`src/rtl/spi_status_pkg.sv`:
```
package spi_status_pkg;

	// command opcodes, first byte of every transfer
	localparam logic [7:0] OP_SENSOR_POLL = 8'hf5;
	localparam logic [7:0] OP_SENSOR_READ = 8'ha6;
	localparam logic [7:0] OP_REG_READ = 8'h97;
	localparam logic [7:0] OP_REG_WRITE = 8'hd2;
	localparam logic [7:0] OP_REG_POLL = 8'had;
	localparam logic [7:0] OP_CHANNEL_SELECT = 8'hb0;

	// status byte field positions
	localparam int ST_ERROR_BIT = 7;
	localparam int ST_REJECT_BIT = 3;
	localparam int ST_FAIL_BIT = 2;
	localparam int ST_BUSY_BIT = 1;
	localparam int ST_VALID_BIT = 0;

	// position of this slave's valid bit in the returned poll byte
	localparam int SENSOR_VALID_POS = 7;

	// packet framing
	localparam logic [2:0] LAST_BIT = 3'h7;
	localparam logic [1:0] BYTE_ADDR = 2'h1;
	localparam logic [1:0] BYTE_DATA = 2'h2;

	// reset values
	localparam logic [7:0] DATA_BYTE_RESET = 8'h00;
	localparam logic STATUS_FLAG_RESET = 1'b0;

	typedef enum logic [3:0] {
		PH_OPCODE = 4'h1,
		PH_ECHO = 4'h2,
		PH_SENSOR_VALID_FLAG = 4'h4,
		PH_STATUS = 4'h8
	} phase_t;

	// request to the internal register file
	typedef struct packed {
		logic strobe;
		logic write;
		logic [7:0] addr;
		logic [7:0] wdata;
	} reg_req_t;

	// answer from the internal register file
	typedef struct packed {
		logic done;
		logic fail;
		logic reject;
		logic [7:0] rdata;
	} reg_rsp_t;

	typedef struct packed {
		logic sclk_s1;
		logic sclk_s2;
		logic sclk_s3;
		logic mosi_s1;
		logic mosi_s2;
		logic sel_s1;
		logic sel_s2;
		logic sel_s3;
		phase_t phase;
		logic [2:0] bit_cnt;
		logic [1:0] byte_idx;
		logic [7:0] rx;
		logic [7:0] opcode;
		logic [7:0] addr;
		logic [7:0] tx;
		logic out_bit;
		logic out_en;
		logic skip_latch;
		logic first_edge;
		logic err_cur;
		logic error_flag;
		logic address_rejected_flag;
		logic fail_flag;
		logic busy_flag;
		logic valid_flag;
		logic last_write;
		logic [7:0] data_byte;
		logic latch_pulse;
		reg_req_t req;
	} state_t;

endpackage

```
`src/rtl/spi_status_slave.sv`:
```
`timescale 1ns/1ps
// Overview of operation
// - sensor poll with sensor channel on puts valid flag in the mosi-miso path
// - after a sensor poll, next transfer's first rising edge requests no sensor latch
// - valid flag reads 0 for invalid sensor data, 1 for valid
// - single slave: own valid bit sits at bit 7 of the poll byte
// - sensor data is always ready, so sensor read needs no prior poll
// - register read: opcode plus address byte, both echoed on miso at once
// - register write: opcode, address, data, all echoed on miso at once
// - status bit 7 is error: unknown opcode or invalid sensor data; 6..4 zero
// - status bits 3 reject, 2 fail, 1 busy, 0 data valid
// - every status flag is active high
// - reject, fail, busy and valid are refreshed on each register access
// - error reports any fault of the previous transfer, whatever the command
// - register poll echoes opcode, then sends status byte and one data byte
// - after read or write, valid tells whether the returned data byte is good
// - data byte holds read contents after a read, written byte after a write
// - after other opcodes the data byte content is undefined
// - modes 0 and 3, sample on rising edge, 8-bit msb-first, opcode first
// - opcodes f5 poll, 97 read, d2 write, b0 select, a6 sensor read, ad reg poll
// - register channel off: register commands set error, skip, and echo mosi
// - sensor channel off: sensor commands set error, skip, and echo mosi
module spi_status_slave (
	input wire logic clock,
	input wire logic reset_n,
	input wire logic sclk,
	input wire logic mosi,
	input wire logic select_low,
	output logic miso,
	output logic miso_oe,
	input wire logic tristate_idle,
	input wire logic sensor_channel_enable,
	input wire logic register_channel_enable,
	input wire logic sensor_valid_flag,
	output logic sensor_latch,
	output spi_status_pkg::reg_req_t reg_req,
	input wire spi_status_pkg::reg_rsp_t reg_rsp
);

	spi_status_pkg::state_t state_reg;
	spi_status_pkg::state_t state_next;

	logic sclk_rise;
	logic sclk_fall;
	logic selected;
	logic sel_start;
	logic sel_end;
	logic [7:0] byte_in;
	logic [7:0] status_now;

	// assemble the status byte; reserved bits read as zero
	function automatic logic [7:0] status_byte(input spi_status_pkg::state_t s);
		logic [7:0] b;
		b = 8'h00;
		b[spi_status_pkg::ST_ERROR_BIT] = s.error_flag;
		b[spi_status_pkg::ST_REJECT_BIT] = s.address_rejected_flag;
		b[spi_status_pkg::ST_FAIL_BIT] = s.fail_flag;
		b[spi_status_pkg::ST_BUSY_BIT] = s.busy_flag;
		b[spi_status_pkg::ST_VALID_BIT] = s.valid_flag;
		return b;
	endfunction

	// is this one of the register channel commands
	function automatic logic is_reg_op(input logic [7:0] op);
		return (op == spi_status_pkg::OP_REG_READ) || (op == spi_status_pkg::OP_REG_WRITE)
			|| (op == spi_status_pkg::OP_REG_POLL);
	endfunction

	// edge finding looks only at the second and third stages
	assign sclk_rise = state_reg.sclk_s2 & ~state_reg.sclk_s3;
	assign sclk_fall = ~state_reg.sclk_s2 & state_reg.sclk_s3;
	assign selected = ~state_reg.sel_s2;
	assign sel_start = ~state_reg.sel_s2 & state_reg.sel_s3;
	assign sel_end = state_reg.sel_s2 & ~state_reg.sel_s3;
	assign byte_in = {state_reg.rx[6:0], state_reg.mosi_s2};
	assign status_now = status_byte(state_reg);

	// next-state logic for the whole slave
	always_comb begin
		state_next = state_reg;
		state_next.req.strobe = 1'b0;
		state_next.latch_pulse = 1'b0;

		// two-stage synchronisers for the sclk, mosi and select_low pins
		state_next.sclk_s1 = sclk;
		state_next.sclk_s2 = state_reg.sclk_s1;
		state_next.sclk_s3 = state_reg.sclk_s2;
		state_next.mosi_s1 = mosi;
		state_next.mosi_s2 = state_reg.mosi_s1;
		state_next.sel_s1 = select_low;
		state_next.sel_s2 = state_reg.sel_s1;
		state_next.sel_s3 = state_reg.sel_s2;

		// completion of an internal access; done only counts while busy
		if (reg_rsp.done && state_reg.busy_flag) begin
			state_next.busy_flag = 1'b0;
			state_next.fail_flag = reg_rsp.fail;
			state_next.address_rejected_flag = reg_rsp.reject;
			state_next.valid_flag = ~reg_rsp.fail & ~reg_rsp.reject;
			if (!state_reg.last_write) begin
				state_next.data_byte = reg_rsp.rdata;
			end
		end

		// frame start: fresh opcode, fresh error record
		if (sel_start) begin
			state_next.phase = spi_status_pkg::PH_OPCODE;
			state_next.bit_cnt = 3'h0;
			state_next.byte_idx = 2'h0;
			state_next.err_cur = 1'b0;
			state_next.first_edge = 1'b1;
		end

		if (!selected) begin
			// idle line: driven high, or released when sharing a bus
			state_next.out_bit = 1'b1;
			state_next.out_en = ~tristate_idle;
			if (sel_end) begin
				state_next.error_flag = state_reg.err_cur;
				state_next.phase = spi_status_pkg::PH_OPCODE;
				state_next.bit_cnt = 3'h0;
			end
		end else begin
			state_next.out_en = 1'b1;
			// straight echo of mosi while opcode or plain data is passing
			if (state_reg.phase == spi_status_pkg::PH_OPCODE
				|| state_reg.phase == spi_status_pkg::PH_ECHO) begin
				state_next.out_bit = state_reg.mosi_s2;
			end

			if (sclk_rise) begin
				// first rising edge of a frame latches the sensor, unless suppressed
				if (state_reg.first_edge) begin
					state_next.first_edge = 1'b0;
					state_next.latch_pulse = ~state_reg.skip_latch;
					state_next.skip_latch = 1'b0;
				end
				state_next.rx = byte_in;
				state_next.bit_cnt = state_reg.bit_cnt + 3'h1;

				if (state_reg.bit_cnt == spi_status_pkg::LAST_BIT) begin
					case (state_reg.phase)
						spi_status_pkg::PH_OPCODE: begin
							state_next.opcode = byte_in;
							state_next.byte_idx = spi_status_pkg::BYTE_ADDR;
							state_next.phase = spi_status_pkg::PH_ECHO;
							if (is_reg_op(byte_in) && !register_channel_enable) begin
								state_next.err_cur = 1'b1;
							end else begin
								case (byte_in)
									spi_status_pkg::OP_SENSOR_POLL: begin
										if (sensor_channel_enable) begin
											// one-bit register slips into the path
											state_next.phase = spi_status_pkg::PH_SENSOR_VALID_FLAG;
											state_next.out_bit = sensor_valid_flag;
											state_next.skip_latch = 1'b1;
										end else begin
											state_next.err_cur = 1'b1;
										end
									end
									spi_status_pkg::OP_SENSOR_READ: begin
										// data is ready at once, so no poll is needed first
										if (!sensor_channel_enable || !sensor_valid_flag) begin
											state_next.err_cur = 1'b1;
										end
									end
									spi_status_pkg::OP_REG_POLL: begin
										state_next.phase = spi_status_pkg::PH_STATUS;
										state_next.tx = status_now;
										state_next.out_bit = status_now[7];
									end
									spi_status_pkg::OP_REG_READ,
									spi_status_pkg::OP_REG_WRITE: begin
										state_next.phase = spi_status_pkg::PH_ECHO;
									end
									spi_status_pkg::OP_CHANNEL_SELECT: begin
										// a completing access still wins over this clear
										if (!(reg_rsp.done && state_reg.busy_flag)) begin
											state_next.fail_flag = 1'b0;
											state_next.valid_flag = 1'b0;
											state_next.busy_flag = 1'b0;
											state_next.address_rejected_flag = 1'b0;
										end
									end
									default: begin
										state_next.err_cur = 1'b1;
									end
								endcase
							end
						end
						spi_status_pkg::PH_ECHO: begin
							if (state_reg.byte_idx != 2'h3) begin
								state_next.byte_idx = state_reg.byte_idx + 2'h1;
							end
							// register traffic only runs with the channel on
							if (register_channel_enable && !state_reg.busy_flag) begin
								if (state_reg.opcode == spi_status_pkg::OP_REG_READ
									&& state_reg.byte_idx == spi_status_pkg::BYTE_ADDR) begin
									state_next.req.strobe = 1'b1;
									state_next.req.write = 1'b0;
									state_next.req.addr = byte_in;
									state_next.last_write = 1'b0;
									state_next.busy_flag = 1'b1;
									state_next.valid_flag = 1'b0;
									state_next.fail_flag = 1'b0;
									state_next.address_rejected_flag = 1'b0;
								end
								if (state_reg.opcode == spi_status_pkg::OP_REG_WRITE) begin
									if (state_reg.byte_idx == spi_status_pkg::BYTE_ADDR) begin
										state_next.addr = byte_in;
									end
									if (state_reg.byte_idx == spi_status_pkg::BYTE_DATA) begin
										state_next.req.strobe = 1'b1;
										state_next.req.write = 1'b1;
										state_next.req.addr = state_reg.addr;
										state_next.req.wdata = byte_in;
										state_next.last_write = 1'b1;
										state_next.data_byte = byte_in;
										state_next.busy_flag = 1'b1;
										state_next.valid_flag = 1'b0;
										state_next.fail_flag = 1'b0;
										state_next.address_rejected_flag = 1'b0;
									end
								end
							end
						end
						spi_status_pkg::PH_STATUS: begin
							if (state_reg.byte_idx == spi_status_pkg::BYTE_ADDR) begin
								// status done, the data byte follows
								state_next.byte_idx = spi_status_pkg::BYTE_DATA;
								state_next.tx = state_reg.data_byte;
								state_next.out_bit = state_reg.data_byte[7];
							end else begin
								state_next.phase = spi_status_pkg::PH_ECHO;
								state_next.out_bit = state_reg.mosi_s2;
							end
						end
						spi_status_pkg::PH_SENSOR_VALID_FLAG: begin
							state_next.phase = spi_status_pkg::PH_SENSOR_VALID_FLAG;
						end
						default: begin
							state_next.phase = spi_status_pkg::PH_OPCODE;
						end
					endcase
				end
			end

			// shift on falling edges; the edge right after a load is skipped
			if (sclk_fall && state_reg.bit_cnt != 3'h0) begin
				if (state_reg.phase == spi_status_pkg::PH_STATUS) begin
					state_next.out_bit = state_reg.tx[6];
					state_next.tx = {state_reg.tx[6:0], 1'b0};
				end
				if (state_reg.phase == spi_status_pkg::PH_SENSOR_VALID_FLAG) begin
					state_next.out_bit = state_reg.rx[0];
				end
			end
		end
	end

	// single state register
	always_ff @(posedge clock or negedge reset_n) begin
		if (!reset_n) begin
			state_reg <= '{
				sclk_s1: 1'b0, sclk_s2: 1'b0, sclk_s3: 1'b0,
				mosi_s1: 1'b0, mosi_s2: 1'b0,
				sel_s1: 1'b1, sel_s2: 1'b1, sel_s3: 1'b1,
				phase: spi_status_pkg::PH_OPCODE,
				bit_cnt: 3'h0, byte_idx: 2'h0,
				rx: 8'h00, opcode: 8'h00, addr: 8'h00, tx: 8'h00,
				out_bit: 1'b1, out_en: 1'b0,
				skip_latch: 1'b0, first_edge: 1'b0, err_cur: 1'b0,
				error_flag: spi_status_pkg::STATUS_FLAG_RESET,
				address_rejected_flag: spi_status_pkg::STATUS_FLAG_RESET,
				fail_flag: spi_status_pkg::STATUS_FLAG_RESET,
				busy_flag: spi_status_pkg::STATUS_FLAG_RESET,
				valid_flag: spi_status_pkg::STATUS_FLAG_RESET,
				last_write: 1'b0,
				data_byte: spi_status_pkg::DATA_BYTE_RESET,
				latch_pulse: 1'b0,
				req: '{strobe: 1'b0, write: 1'b0, addr: 8'h00, wdata: 8'h00}
			};
		end else begin
			state_reg <= state_next;
		end
	end

	// all outputs straight from the state register
	assign miso = state_reg.out_bit;
	assign miso_oe = state_reg.out_en;
	assign sensor_latch = state_reg.latch_pulse;
	assign reg_req = state_reg.req;

endmodule
```
`config.mk`:
```
export PLATFORM = sky130hd
export DESIGN_NAME = spi_status_slave
export DESIGN_NICKNAME = d
export VERILOG_FILES = /design/src/rtl/spi_status_pkg.sv /design/src/rtl/spi_status_slave.sv
export SDC_FILE = /design/constraint.sdc
export NUM_CORES = 1
export LEC_CHECK = 0
export BUFFER_PORTS_ARGS = -buffer_cell sky130_fd_sc_hd__buf_4
export CORE_MARGIN = 2
export CORE_UTILIZATION = 50
export CTS_CLUSTER_SIZE = 16
export DETAILED_ROUTE_END_ITERATION = 12
export PLACE_DENSITY = 0.69
export SLEW_MARGIN = 40
export SYNTH_ARGS = -nofsm -noshare
export SYNTH_HDL_FRONTEND = slang
export SYNTH_SLANG_ARGS = --single-unit
export TNS_END_PERCENT = 10
```
`constraint.sdc`:
```
create_clock -name clock -period 2.45 [get_ports clock]
set_input_delay 0.3675 -clock clock [delete_from_list [all_inputs] [get_ports clock]]
set_output_delay 0.3675 -clock clock [all_outputs]
set_load 0.05 [all_outputs]
```
Yosys cells after proc, flatten, opt, wreduce, memory -nomap -nowiden
Index checks and enable logic that the tools add are counted.
- shift-type cells: 0
- divide/modulo/power cells: 0
- multipliers: 0
- bitwise gates (word level): 13
- add/sub/neg operators: 2
- mux-type cells: 71
- order comparisons: 0
- equal/unequal tests: 16
- reductions and logical operators: 21
- operators by type and width (kind ; number):
    18-bit 2-to-1 mux ; 5
    8-bit 2-to-1 mux ; 9
    8-bit == test, second input constant ; 8
    32-bit 2-to-1 mux ; 2
    13-bit 2-to-1 mux ; 4
    9-bit 2-to-1 mux ; 5
    42-bit 2-to-1 mux ; 1
    34-bit 2-to-1 mux ; 1
    4-bit 2-to-1 mux ; 7
    25-bit 2-to-1 mux ; 1
    9-bit case mux with 2 select lines ; 1
    1-bit 2-to-1 mux ; 16
    2-bit 2-to-1 mux ; 8
    4-bit case mux with 2 select lines ; 2
    4-bit case mux with 4 select lines ; 1
    7-bit 2-to-1 mux ; 2
    7-bit AND reduction ; 2
    10-bit 2-to-1 mux ; 1
    1-bit inverter ; 8
    2-bit case mux with 3 select lines ; 1
    1-bit AND ; 5
    1-bit logical AND ; 5
    5-bit 2-to-1 mux ; 1
    5-bit AND reduction ; 1
    19 further kinds ; 26
- memories: 0
- latch bits: 0
- register bits after elaboration: 87
- bits in writable memories: 0
- input bits: 20
- ROM bits: 0
- word-level logic and storage cells: 155

Logic depth before layout (Yosys ltp)
- depth after elaboration: 14
- gate-level depth with buffers: 9
- mapped depth without buffers: 7

Worst setup path before layout
No wires, ideal clock.
- kind: register to register
- start point: register state_reg[73] (netlist name)
- end point: register state_reg[46] (netlist name)
- period minus slack after synthesis: 2.077 ns
- buffers on the path: 2
- arrival time: 1.953 ns
- cell stages (with the launch flop): 10
- slack: 0.373 ns
- library setup time: 0.125 ns
- cell sequence: dfrtp_1 ha_1 ha_1 nor4bb_1 buf_2 nand4_1 nor2_1 and4_1 buf_2 mux2_2
- word-level cells in the longest chain between the ends: 2
- RTL lines (item ; line ; RTL):
    start, declared ; spi_status_slave.sv:40 ; spi_status_pkg::state_t state_reg;
    start signal, assigned ; spi_status_slave.sv:264 ; state_reg <= '{
    start signal, assigned ; spi_status_slave.sv:284 ; state_reg <= state_next;
    3-bit == test ; spi_status_slave.sv:141 ; if (state_reg.bit_cnt == spi_status_pkg::LAST_BIT) begin
    7-bit AND reduction (no source line) ; n/a ;
No other way between the ends.
A chain may end at the register's enable or synchronous reset.

Final worst setup path
- start point: register state_reg[72] (netlist name)
- end point: register state_reg[39] (netlist name)
- word-level cells in the longest chain between the ends: 5
- RTL lines (item ; line ; RTL):
    3-bit == test ; spi_status_slave.sv:141 ;
    25-bit 2-to-1 mux ; spi_status_slave.sv:141 ;
    42-bit 2-to-1 mux ; spi_status_slave.sv:131 ; if (sclk_rise) begin
    9-bit 2-to-1 mux ; spi_status_slave.sv:250 ; if (state_reg.phase == spi_status_pkg::PH_STATUS) begin
    9-bit 2-to-1 mux * ; spi_status_slave.sv:249 ; if (sclk_fall && state_reg.bit_cnt != 3'h0) begin
Every way passes the cells marked *; elsewhere a longest branch is shown, timed or not.

==> results.yml <==
power_and_ir_drop:
  switching_share_pct: 28.03
  p_clk_share_pct: 35.6
  peakVddDrop_v: 0.0003521
  p_int_uw: 2066
  comb_power_share_pct: 9.1
  seqPwrFrac_pct: 55.3
  p_leak_uw: 0.002376
  p_total_uw: 2870
  power_density_nw_per_um2: 585.1
  netSwitchingPower_uw: 804.3
place:
  hpwl_mm: 6.785
  gp_congestion: 0.8656
  io_buffers: 40
  placedCellCount: 542
synthesis:
  yosys-top-cells-area: "dfrtp_1, mux2_2, o21ai_0"
  synth_cells: 419
  syn_avg_cell_area_um2: 10.41
  synth-edff-count: 0
  ys_ff_latch: 85
  ys_warn_count: 0
  synth-main-ff-cell: "dfrtp_1"
  syn_area_um2: 4363
  yosys.area.top_type: "dfrtp_1"
  synth_top_area_share_pct: 45.88
  async_flop_share_pct: 100.0
  ys_seq_area_share_pct: 48.90
  synth.most_common_cell: "dfrtp_1"
  synth_nets: 445
  ys_types: 65
  synthTopCellsByCount: "dfrtp_1, nand2_1, o21ai_0"
clock_network:
  insertion_delay_ns: 0.37
  cts_tree: "done"
  ctsHtreeMaxLevel: 3
  cts_buffers: 9
  cts_setup_buffers: 0
  root_buffer: "clkbuf_8"
  clkTransAtPathRegs_ns: 0.09
  cts.sinks: 85
  cts_buffer_depth: 2
layout:
  largest_register_ffs: 51
  fillers: 762
  area_delta_synth_final_pct: 12.42
  diodes: 0
  nets: 472
  instances_no_fill: 559
  drive_gt1_share_pct: 26.83
timing:
  slew_viol_final: 0
  finClkSkew_ns: 0.01873
  rsz0062_at_grt: "no"
  finalSetupViolCount: 0
  max_freq_mhz: 434.7
  maxSlewHeadroom_pct: 59.77
  tns_ns: 0
  fin_crit_sh_pct: 93.89
  hold_violations: 0
  worstMarginPinSlew_ns: 0.6021
  fin_crit_ns: 2.300
grt:
  gr-usage-all-layers_pct: 21.32
  grt_max_degree: 56
  grt_pass1_wl_mm: 16.01
  antenna_found_initial: 0
  grt_pass1_vias: 3159
  grt_overflow: 0
critical_path:
  cp-start-kind: "register"
  rr_worst_depth: 8
  rrSetupSlack_ns: 0.15
  cp_data_arrival_time_ns: 2.51
  reg2reg_from: "state_reg[72]"
  worst_ep_required_time_ns: 2.66
  r2r-end: "state_reg[39]"
  startpoint: "state_reg[72]"
  cp_max_fo: 15
  crit_type: "register to register"
  endpoint: "state_reg[39]"
  worst_setup_path_end_kind: "register"
flow_run:
  max-cap-violations: 0
floorplanning:
  die_h_um: 97.41
  num_io_pins: 41
  die_w_um: 97.41
  core_um2: 8593
  fp-row-count: 34
  dieArea_um2: 9489
  initial_core_util_pct: 50.77
route:
  vias: 3232
  drtAntennaViolNets: 0
  first_pass_iters: 4
  drc: 0
  via_per_inst: 5.782
  drt_iter0_markers: 142
  wl_mm: 9.672
  routedWlPerCell_um: 17.30
run_status:
  status: "finished, final reports clean"
worst_hold_path:
  min_path_type: "input port to register"
critical path, stage by stage (launching register included):
cell,delay [ns]
dfrtp_1,0.41
ha_1,0.20
ha_1,0.22
nor4bb_2,0.19
buf_4,0.18
nand2_1,0.46
nor2_1,0.11
o31ai_1,0.21
o311ai_0,0.17
how the worst min path moves through the flow:
stage | startpoint | endpoint | slack (ns) | cells past startpoint
after global placement | state_next[85] | state_next[84] | 0.33 | 0
after detailed placement | state_next[82] | byte_in[0] | 0.33 | 0
after floorplan | reset_n | byte_in[0] | 0.07 | 0
after CTS | mosi | state_next[82] | 0.10 | 1
final | mosi | state_next[82] | 0.11 | 1
after global routing | mosi | state_next[82] | 0.09 | 1
power groups by stage:
stage          Sequential, uW  Combinational [uW]  Clock (uW)
2_1_floorplan            1540                 200           0
5_1_grt                  1600                 288        1100
4_1_cts                  1580                 264        1040
6_report                 1590                 260        1020
3_3_place_gp             1610                 255           0
3_5_place_dp             1610                 262           0
repair_timing:
action,4_1_cts,5_1_grt
endpoints found under the hold margin,25,0
endpoints found under the setup margin,0,9
hold buffers,1,0
resized for setup,0,2
cell usage in the layout, fill, tap and decap left out, types with 2 or more instances in the layout:
| master | instances |
|---|---|
| or3_1 | 3 |
| or4b_1 | 2 |
| a32o_1 | 2 |
| inv_6 | 2 |
| nor2_1 | 27 |
| inv_1 | 13 |
| and4_1 | 2 |
| mux2_2 | 26 |
| nand2_1 | 40 |
| o311ai_0 | 2 |
| ha_1 | 6 |
| a32oi_1 | 4 |
| nor3_1 | 2 |
| and3_1 | 2 |
| mux2i_1 | 17 |
| or3b_1 | 4 |
| nand3_1 | 11 |
| nand4_1 | 4 |
| o21ai_0 | 40 |
| nor4b_4 | 2 |
| clkinvlp_4 | 3 |
| nand2b_1 | 3 |
| o22ai_1 | 2 |
| and2_1 | 2 |
| a211oi_1 | 2 |
| a21o_1 | 2 |
| or2_2 | 3 |
| o211ai_1 | 3 |
| a21oi_1 | 18 |
| nand3b_1 | 5 |
| o31ai_1 | 3 |
| dfstp_2 | 5 |
| a31oi_1 | 5 |
| nor3b_1 | 2 |
| buf_4 | 57 |
| dfrtp_1 | 80 |
| clkbuf_8 | 9 |
| and3b_1 | 3 |
| o221ai_1 | 2 |
layer usage:
layer,vias to the layer above,track usage (%),share of wire [%]
met4,0,8.226,2.0
met3,16,3.741,4.5
met5,-,0,0
met1,1601,30.00,45
li1,1550,-,-
met2,65,33.16,48
area by class of cell:
type / instances / area [um^2] / area share, %
Sequential cell: 85 / 2133 / 43.50
Multi-Input combinational cell: 278 / 1932 / 39.39
Timing Repair Buffer: 59 / 457.9 / 9.337
Tap cell: 108 / 135.1 / 2.755
Clock buffer: 10 / 127.6 / 2.602
Clock inverter: 6 / 70.07 / 1.429
Inverter: 13 / 48.80 / 0.9949
cell families after synthesis:
kind of cell | count (synthesis) | synth area share [%]
compound gates | 100 | 14.54
simple gates | 128 | 17.03
buf+inv | 56 | 6.997
mux | 43 | 10.61
flops | 85 | 48.90
xor+xnor | 1 | 0.2008
fa+ha+maj | 6 | 1.721
per-stage QoR:
step	setup WS (ns)	instance area, um^2	utilization (%)	hold slack, ns
final	0.1497	4905	57.08	0.1108
after global routing	0.01928	4905	57.08	0.09078
after CTS	0.05508	4897	56.99	0.1040
after detailed placement	0.07872	4690	54.57	0.3347
after global placement	0.1162	4690	54.57	0.3346
after floorplan	0.3726	4363	-	0.07191
Power figures use the tool's default switching activity.
